## config.mk

```make
export PLATFORM = sky130hd
export DESIGN_NAME = hpr_host_port
export DESIGN_NICKNAME = d
export VERILOG_FILES = /design/src/hpr_pkg.sv /design/src/hpr_fifo_if.sv /design/src/hpr_irq_fifo.sv /design/src/hpr_host_port.sv
export SDC_FILE = /design/constraint.sdc
export NUM_CORES = 1
export LEC_CHECK = 0
export BUFFER_PORTS_ARGS = -buffer_cell sky130_fd_sc_hd__buf_2
export CORE_ASPECT_RATIO = 0.7
export CORE_UTILIZATION = 65
export DETAILED_ROUTE_END_ITERATION = 6
export PLACE_DENSITY = 0.84
export SYNTH_ARGS = -nofsm -noshare
export SYNTH_HDL_FRONTEND = slang
export SYNTH_SLANG_ARGS = --single-unit
```

## constraint.sdc

```tcl
create_clock -name mclk -period 4.4 [get_ports mclk]
set_clock_uncertainty 0.05 [all_clocks]
set_input_delay 0.66 -clock mclk [delete_from_list [all_inputs] [get_ports mclk]]
set_output_delay 0.66 -clock mclk [all_outputs]
set_load 0.05 [all_outputs]
```

## src/hpr_pkg.sv

```systemverilog
/*
 * Shared constants of the host port: bus widths, fixed address of the
 * interrupt FIFO register, reset values, default counts and sequencer states.
 * Assumes nothing of its surroundings; included first in compile order.
 */
package hpr_pkg;

	// ****************************************************************
	// Widths
	// ****************************************************************
	localparam int ADDR_W = 11;
	localparam int DATA_W = 8;

	// ****************************************************************
	// Addresses and reset values
	// ****************************************************************
	localparam logic [ADDR_W-1:0] IRQ_FIFO_ADDR = 11'h000;
	localparam logic [DATA_W-1:0] DATA_RST = 8'h00;
	localparam logic [ADDR_W-1:0] ADDR_RST = 11'h000;
	localparam logic [DATA_W-1:0] EMPTY_READ_VALUE = 8'h00;

	// ****************************************************************
	// Counts
	// ****************************************************************
	localparam int REG_COUNT_DEF = 2048;
	localparam int IRQ_DEPTH_DEF = 32;

	// ****************************************************************
	// Port sequencer states
	// ****************************************************************
	typedef enum logic [2:0] {
		ST_STANDBY = 3'b000,
		ST_INIT = 3'b001,
		ST_IDLE = 3'b010,
		ST_FETCH = 3'b011,
		ST_LATCH = 3'b100,
		ST_ACK = 3'b101
	} hpr_state_e;

endpackage : hpr_pkg

```

## src/hpr_fifo_if.sv

```systemverilog
/*
 * Carrier between the port sequencer and the interrupt entry store.
 * Assumes both ends run on the same clock.
 */
`timescale 1ns/1ps
`default_nettype none

interface hpr_fifo_if #(parameter int WIDTH = 8);
	logic push;
	logic [WIDTH-1:0] push_data;
	logic flush;
	logic fetch;
	logic pop;
	logic [WIDTH-1:0] fetch_data;
	logic empty;
	logic full;

	modport store (
		input push,
		input push_data,
		input flush,
		input fetch,
		input pop,
		output fetch_data,
		output empty,
		output full
	);

	modport ctrl (
		output push,
		output push_data,
		output flush,
		output fetch,
		output pop,
		input fetch_data,
		input empty,
		input full
	);
endinterface : hpr_fifo_if

`default_nettype wire

```

## src/hpr_irq_fifo.sv

```systemverilog
/*
 * Interrupt entry store: a small circular memory with registered read data.
 * Assumes push, fetch, pop and flush are single-clock controls from mclk logic.
 */
`timescale 1ns/1ps
`default_nettype none

module hpr_irq_fifo #(
	parameter int DEPTH = 32,
	parameter int WIDTH = 8
) (
	input wire logic mclk,
	input wire logic rst_n,
	hpr_fifo_if.store port
);

	localparam int AW = $clog2(DEPTH);

	// ****************************************************************
	// Elaboration check
	// ****************************************************************
	if (DEPTH < 2 || (1 << AW) != DEPTH)
	begin : g_bad_depth
		$error("hpr_irq_fifo: DEPTH must be a power of two, at least 2");
	end

	logic [WIDTH-1:0] mem [DEPTH];
	logic [AW-1:0] wr_ptr_reg;
	logic [AW-1:0] rd_ptr_reg;
	logic [AW:0] count_reg;
	logic [WIDTH-1:0] fetch_data_reg;
	wire do_push;
	wire do_pop;

	// A full store drops new entries rather than overwrite unread ones
	assign do_push = port.push & ~port.full;
	assign do_pop = port.pop & ~port.empty;
	assign port.empty = (count_reg == '0);
	assign port.full = (count_reg == (AW+1)'(DEPTH));
	assign port.fetch_data = fetch_data_reg;

	// Storage array, no reset needed
	always_ff @(posedge mclk)
	begin
		if (do_push)
			mem[wr_ptr_reg] <= port.push_data;
	end

	// Pointers; push and pop in one cycle leave the count alone
	always_ff @(posedge mclk or negedge rst_n)
	begin
		if (!rst_n)
		begin
			wr_ptr_reg <= '0;
			rd_ptr_reg <= '0;
			count_reg <= '0;
		end
		else if (port.flush)
		begin
			wr_ptr_reg <= '0;
			rd_ptr_reg <= '0;
			count_reg <= '0;
		end
		else
		begin
			wr_ptr_reg <= wr_ptr_reg + AW'(do_push);
			rd_ptr_reg <= rd_ptr_reg + AW'(do_pop);
			count_reg <= count_reg + (AW+1)'(do_push) - (AW+1)'(do_pop);
		end
	end

	// Registered head read
	always_ff @(posedge mclk or negedge rst_n)
	begin
		if (!rst_n)
			fetch_data_reg <= '0;
		else if (port.fetch)
			fetch_data_reg <= mem[rd_ptr_reg];
	end

endmodule : hpr_irq_fifo

`default_nettype wire

```

## src/hpr_host_port.sv

```systemverilog
/*
 * Asynchronous 8-bit host port with device reset, register initialisation
 * and open-drain interrupt request.
 * Assumes all pin inputs are asynchronous to mclk; the register datapath
 * beyond the port answers reg_rd with reg_rdata one cycle later.
 */
`timescale 1ns/1ps
`default_nettype none

// Operation
// - Reset pin low holds device in standby
// - After reset, load every register default
// - Any channel interrupt pulls request low (the code ignores irq_event while in standby)
// - Request released once interrupt FIFO empty
// - Select high: ignore strobe and bus
// - Read drives bus, write captures bus
// - Acknowledge low marks transfer complete
// - Bus driven only during read access
module hpr_host_port #(
	parameter int REG_COUNT = hpr_pkg::REG_COUNT_DEF,
	parameter int IRQ_DEPTH = hpr_pkg::IRQ_DEPTH_DEF,
	parameter logic [7:0] REG_DEFAULT = 8'h00
) (
	input wire logic mclk,
	input wire logic rst_n,
	input wire logic device_reset_n,
	input wire logic chip_select_n,
	input wire logic data_strobe_n,
	input wire logic read_not_write,
	input wire logic [10:0] addr,
	input wire logic [7:0] data_in,
	output logic [7:0] data_out,
	output logic data_oe,
	output logic transfer_ack_n_out,
	output logic transfer_ack_n_oe,
	output logic interrupt_request_n_out,
	output logic interrupt_request_n_oe,
	input wire logic irq_event,
	input wire logic [7:0] irq_code,
	output logic irq_dropped,
	output logic standby,
	output logic init_active,
	output logic [10:0] reg_addr,
	output logic [7:0] reg_wdata,
	output logic reg_wr,
	output logic reg_rd,
	input wire logic [7:0] reg_rdata
);

	localparam int SYNC_W = 4 + hpr_pkg::ADDR_W + hpr_pkg::DATA_W;
	localparam int CNT_W = $clog2(REG_COUNT);

	// ****************************************************************
	// Elaboration checks
	// ****************************************************************
	if (REG_COUNT < 2 || REG_COUNT > (1 << hpr_pkg::ADDR_W))
	begin : g_bad_count
		$error("hpr_host_port: REG_COUNT must lie in 2..2048");
	end

	// ****************************************************************
	// Pin synchronisers
	// ****************************************************************
	logic [SYNC_W-1:0] meta_reg;
	logic [SYNC_W-1:0] sync_reg;
	wire [SYNC_W-1:0] pins_raw;

	assign pins_raw = {device_reset_n, chip_select_n, data_strobe_n, read_not_write,
		addr, data_in};

	// Two stages; only the second stage feeds logic
	always_ff @(posedge mclk or negedge rst_n)
	begin
		if (!rst_n)
		begin
			meta_reg <= {4'h6, 11'h000, 8'h00};
			sync_reg <= {4'h6, 11'h000, 8'h00};
		end
		else
		begin
			meta_reg <= pins_raw;
			sync_reg <= meta_reg;
		end
	end

	wire dev_rst_s_n;
	wire cs_s_n;
	wire ds_s_n;
	wire rnw_s;
	wire [10:0] addr_s;
	wire [7:0] din_s;
	wire access;

	assign {dev_rst_s_n, cs_s_n, ds_s_n, rnw_s, addr_s, din_s} = sync_reg;
	// Strobe counts only with select low; either alone does nothing
	assign access = ~cs_s_n & ~ds_s_n;

	// ****************************************************************
	// Interrupt entry store
	// ****************************************************************
	hpr_fifo_if #(.WIDTH(hpr_pkg::DATA_W)) fifo_bus ();

	hpr_irq_fifo #(
		.DEPTH(IRQ_DEPTH),
		.WIDTH(hpr_pkg::DATA_W)
	) u_irq_fifo (
		.mclk(mclk),
		.rst_n(rst_n),
		.port(fifo_bus.store)
	);

	// ****************************************************************
	// Port sequencer
	// ****************************************************************
	hpr_pkg::hpr_state_e state_reg;
	hpr_pkg::hpr_state_e state_next;
	logic [CNT_W-1:0] init_cnt_reg;
	logic rnw_reg;
	logic is_fifo_reg;
	logic fifo_empty_reg;
	logic [7:0] data_out_reg;
	logic [10:0] reg_addr_reg;
	logic [7:0] reg_wdata_reg;
	logic reg_wr_reg;
	logic reg_rd_reg;

	wire init_last;
	wire hit_fifo;
	wire in_standby;

	assign init_last = (init_cnt_reg == CNT_W'(REG_COUNT - 1));
	assign hit_fifo = (addr_s == hpr_pkg::IRQ_FIFO_ADDR);
	assign in_standby = (state_reg == hpr_pkg::ST_STANDBY);

	// Next state; reset pin low overrides everything
	always_comb
	begin
		state_next = state_reg;
		unique case (state_reg)
			hpr_pkg::ST_STANDBY: state_next = hpr_pkg::ST_INIT;
			hpr_pkg::ST_INIT: if (init_last) state_next = hpr_pkg::ST_IDLE;
			hpr_pkg::ST_IDLE:
			begin
				if (access)
					state_next = rnw_s ? hpr_pkg::ST_FETCH : hpr_pkg::ST_ACK;
			end
			hpr_pkg::ST_FETCH: state_next = hpr_pkg::ST_LATCH;
			hpr_pkg::ST_LATCH: state_next = hpr_pkg::ST_ACK;
			hpr_pkg::ST_ACK: if (!access) state_next = hpr_pkg::ST_IDLE;
			default: state_next = hpr_pkg::ST_STANDBY;
		endcase
		if (!dev_rst_s_n)
			state_next = hpr_pkg::ST_STANDBY;
	end

	// State and init address counter
	always_ff @(posedge mclk or negedge rst_n)
	begin
		if (!rst_n)
		begin
			state_reg <= hpr_pkg::ST_STANDBY;
			init_cnt_reg <= '0;
		end
		else
		begin
			state_reg <= state_next;
			init_cnt_reg <= (state_reg == hpr_pkg::ST_INIT) ? init_cnt_reg + 1'b1 : '0;
		end
	end

	// Access capture at the start of a cycle
	always_ff @(posedge mclk or negedge rst_n)
	begin
		if (!rst_n)
		begin
			rnw_reg <= 1'b0;
			is_fifo_reg <= 1'b0;
		end
		else if (state_reg == hpr_pkg::ST_IDLE && access)
		begin
			rnw_reg <= rnw_s;
			is_fifo_reg <= hit_fifo & rnw_s;
		end
	end

	// Register-side strobes; init walks addresses 0 to REG_COUNT-1 writing defaults
	always_ff @(posedge mclk or negedge rst_n)
	begin
		if (!rst_n)
		begin
			reg_addr_reg <= hpr_pkg::ADDR_RST;
			reg_wdata_reg <= hpr_pkg::DATA_RST;
			reg_wr_reg <= 1'b0;
			reg_rd_reg <= 1'b0;
		end
		else if (state_next == hpr_pkg::ST_INIT)
		begin
			reg_addr_reg <= (state_reg == hpr_pkg::ST_INIT) ? 11'(init_cnt_reg + 1'b1) : '0;
			reg_wdata_reg <= REG_DEFAULT;
			reg_wr_reg <= 1'b1;
			reg_rd_reg <= 1'b0;
		end
		else
		begin
			reg_wr_reg <= 1'b0;
			reg_rd_reg <= 1'b0;
			if (state_reg == hpr_pkg::ST_IDLE && access && dev_rst_s_n)
			begin
				reg_addr_reg <= addr_s;
				reg_wdata_reg <= din_s;
				reg_wr_reg <= ~rnw_s;
				reg_rd_reg <= rnw_s & ~hit_fifo;
			end
		end
	end

	// Read data latch; an empty FIFO reads as a fixed value
	always_ff @(posedge mclk or negedge rst_n)
	begin
		if (!rst_n)
		begin
			fifo_empty_reg <= 1'b1;
			data_out_reg <= hpr_pkg::DATA_RST;
		end
		else
		begin
			if (state_reg == hpr_pkg::ST_FETCH)
				fifo_empty_reg <= fifo_bus.empty;
			if (state_reg == hpr_pkg::ST_LATCH)
			begin
				if (!is_fifo_reg)
					data_out_reg <= reg_rdata;
				else if (fifo_empty_reg)
					data_out_reg <= hpr_pkg::EMPTY_READ_VALUE;
				else
					data_out_reg <= fifo_bus.fetch_data;
			end
		end
	end

	// ****************************************************************
	// Interrupt store control
	// ****************************************************************
	// Pop only as the read cycle closes, once the strobe is released in ACK
	assign fifo_bus.push = irq_event & ~in_standby;
	assign fifo_bus.push_data = irq_code;
	assign fifo_bus.flush = in_standby;
	assign fifo_bus.fetch = (state_reg == hpr_pkg::ST_FETCH) & is_fifo_reg;
	assign fifo_bus.pop = (state_reg == hpr_pkg::ST_ACK) & ~access & is_fifo_reg
		& ~fifo_empty_reg;
	assign irq_dropped = irq_event & ~in_standby & fifo_bus.full;

	// ****************************************************************
	// Pin drivers
	// ****************************************************************
	// Open-drain pins only ever drive low; enable high pulls the wire down
	assign transfer_ack_n_out = 1'b0;
	assign transfer_ack_n_oe = (state_reg == hpr_pkg::ST_ACK);
	assign interrupt_request_n_out = 1'b0;
	assign interrupt_request_n_oe = ~fifo_bus.empty;
	assign data_out = data_out_reg;
	assign data_oe = (state_reg == hpr_pkg::ST_ACK) & rnw_reg;
	assign standby = in_standby;
	assign init_active = (state_reg == hpr_pkg::ST_INIT);
	assign reg_addr = reg_addr_reg;
	assign reg_wdata = reg_wdata_reg;
	assign reg_wr = reg_wr_reg;
	assign reg_rd = reg_rd_reg;

endmodule : hpr_host_port

`default_nettype wire

```

==> impl_metrics.env <==
export IMPL_layout_drive_gt1_share_pct=26.2
export IMPL_path_max_fanout=10
export IMPL_async_flop_share_pct=31.2
export IMPL_yosys_area_share_simple_pct=6.14
export IMPL_start_util_pct=66.6
export IMPL_routed_via_density=6.46
export IMPL_period_needed_ns=3.23
export IMPL_worstSetupEndpointType="flop"
export IMPL_area_growth_pct=11.9
export IMPL_synth_compound_area_share_pct=3.53
export IMPL_seq_area_frac_synth_pct=73.0
export IMPL_largest_reg_flops=256
export IMPL_grt_busiest_layer="met1"
export IMPL_timing_final_crit_share_pct=73.5
export IMPL_synth_xor_area_share_pct=0.966
export IMPL_synth_area_leaders="edfxtp_1 (53%), dfrtp_1 (19%), mux4_2 (9.9%)"
export IMPL_path_cells="clkinv_1 -> nor2_1 -> nand2_1 -> nor3_1 -> ha_1 -> inv_1 -> ha_1 -> a21o_1 -> a21oi_1 -> o21bai_1 -> mux2i_1 -> a2111oi_0"
export IMPL_required_ns=4.72
export IMPL_place_area_um2=15100
export IMPL_worst_skew_pair_late_latency_ns=0.51
export IMPL_synth_top_cell_area_share_pct=53.0
export IMPL_gp_congestion=0.850
export IMPL_ff_latch_area_um2=10600
export IMPL_critPathMaxStageDelay_ns=0.51
export IMPL_critPathLaunchType="flop"
export IMPL_fmax_mhz=309
export IMPL_fillers=1191
export IMPL_grt_max_degree=69
export IMPL_multi_input_area_um2=3660
export IMPL_h_tree_depth=2
export IMPL_cts_tree="built"
export IMPL_dieWidth_um=181
export IMPL_numCtsBuffers=34
export IMPL_synth_edf_count=256
export IMPL_yosysMostFrequentCell="edfxtp_1"
export IMPL_crit_top_cell="ha_1"
export IMPL_yosys_warnings=0
export IMPL_synth_area_leader_cell="edfxtp_1"
export IMPL_via_count=7886
export IMPL_die_area_um2=22900
export IMPL_wl_per_cell_um=25.9
export IMPL_root_buffer="clkbuf_16"
export IMPL_synthDistinctLibCells=52
export IMPL_hp_class="in -> reg"
export IMPL_met3_usage_pct=5.90
export IMPL_tightestPinTransition_ns=1.22
export IMPL_synth_area_um2=14500
export IMPL_ioPinCount=79
export IMPL_drv_slew=0
export IMPL_slowest_stage="nor2_1"
export IMPL_drv_cap=0
export IMPL_portBuffers=76
export IMPL_grt_ovfl_total=0
export IMPL_ys_top_cells_by_count="edfxtp_1 (256), dfrtp_1 (111), nor2_1 (68)"
export IMPL_synth_ff_type="edfxtp_1"
export IMPL_power_leakage_nw=5.72
export IMPL_nets=970
export IMPL_die_h_um=127
export IMPL_dr_pass1_iters=5
export IMPL_cts_post_setup_buffers_inserted=0
export IMPL_synth_top_family_by_area="multiplexers"
export IMPL_path_clk_slew_ns=0.07
export IMPL_arrival_ns=3.55
export IMPL_antenna_found_initial=1
export IMPL_worstSetupPathType="reg -> reg"
export IMPL_setup_tns_final_ns=0
export IMPL_grt_pass1_vias=7793
export IMPL_hold_buffers=0
export IMPL_drt_iter0_drc=1024
export IMPL_core_area_um2=21800
export IMPL_synthMuxAreaShare_pct=13.2
export IMPL_rows=45
export IMPL_postLayoutCellArea_um2=16200
export IMPL_place_hpwl_um=19700
export IMPL_detail_route_antenna_nets=0
export IMPL_setup_ws_ns=1.17
export IMPL_use_met1_pct=45.3
export IMPL_path_buf_inv=2
export IMPL_drc=0
export IMPL_maxSlewHeadroom_pct=18.3
export IMPL_cts_sinks=372
export IMPL_hold_viol=0
export IMPL_finalSetupViolCount=0
export IMPL_status="complete, no violations"
export IMPL_synthCells=832
export IMPL_cts_buffer_depth=3
export IMPL_wl_um=31600
export IMPL_crit_family="simple AND/OR/NAND/NOR gates"
export IMPL_power_density_nw_per_um2=439
export IMPL_post_cts_resized=0
export IMPL_grt_util_met2_pct=43.2
export IMPL_grt_pass1_wl_um=48200
export IMPL_vdd_ir_drop_worst_mv=0.434
export IMPL_ys_ff_latch=372
export IMPL_rsz0062_at_grt="false"
export IMPL_syn_mean_instance_area_um2=17.4
export IMPL_pre_cts_ws_ns=1.24
export IMPL_grt_total_usage_pct=29.0
export IMPL_synthAdderAreaFrac_pct=1.34
## placed cells by master (no fill, tap or decap), drive strengths merged, types with 18 or more instances in the layout
| cell | instances |
|---|---|
| mux4 | 64 |
| a21oi | 29 |
| buf | 84 |
| o21ai | 18 |
| dfrtp | 111 |
| clkbuf | 41 |
| mux2 | 29 |
| nor2 | 68 |
| edfxtp | 256 |
| nand2 | 49 |
## per-stage QoR
stage | total power, mW | instances | hold WS [ns] | util, %
after floorplan | 4.11 | 833 | 0.281 | -
after global placement | 4.25 | 1159 | 0.283 | 69.5
after detailed placement | 4.26 | 1159 | 0.285 | 69.5
after CTS | 7.16 | 1220 | 0.188 | 74.5
after global routing | 7.32 | 1220 | 0.189 | 74.5
final | 7.13 | 1221 | 0.201 | 74.5
## routing by layer
metal	part of all wire, %	vias up
met2	46	464
li1	-	3343
met3	11	44
met1	42	4035
met4	1.6	0
met5	0	-
## kinds of logic after synthesis
group / Yosys count
DFF: 372
and+or+nand+nor: 184
muxes: 107
AOI/OAI and AO/OA: 81
buffers and inverters: 56
xor gates and xnor gates: 16
adders and majority gates: 15
other: 1
## layout make-up
cell class                 instances  area share [%]
antenna                            1          0.0154
timing repair buffer              84            2.80
clock inverter                    20            1.15
inverter                          16           0.370
multi-input combinational        405            22.6
sequential                       372            65.3
clock buffer                      41            5.62
tap                              282            2.17
## worst paths after layout
kind	slack, ns	to	start	depth (start not counted)
max in group asynchronous	3.18	reg_addr[0]	rst_n	2
min in group asynchronous	0.23	u_irq_fifo.count_reg[3]	rst_n	1
hold / removal	0.20	meta_reg[2]	data_in[2]	1
setup / recovery	1.17	u_irq_fifo.count_reg[5]	is_fifo_reg	12
setup reg to reg	1.17	u_irq_fifo.count_reg[5]	is_fifo_reg	12
hold reg to reg	0.30	sync_reg[18]	meta_reg[18]	0
## power by group
part	internal, mW	switching, mW	total [mW]	leakage, nW
sequential	3.81	0.0338	3.84	3.75
combinational	0.115	0.239	0.355	1.44
clock	1.67	1.27	2.94	0.531
Power figures use the tool's default switching activity.
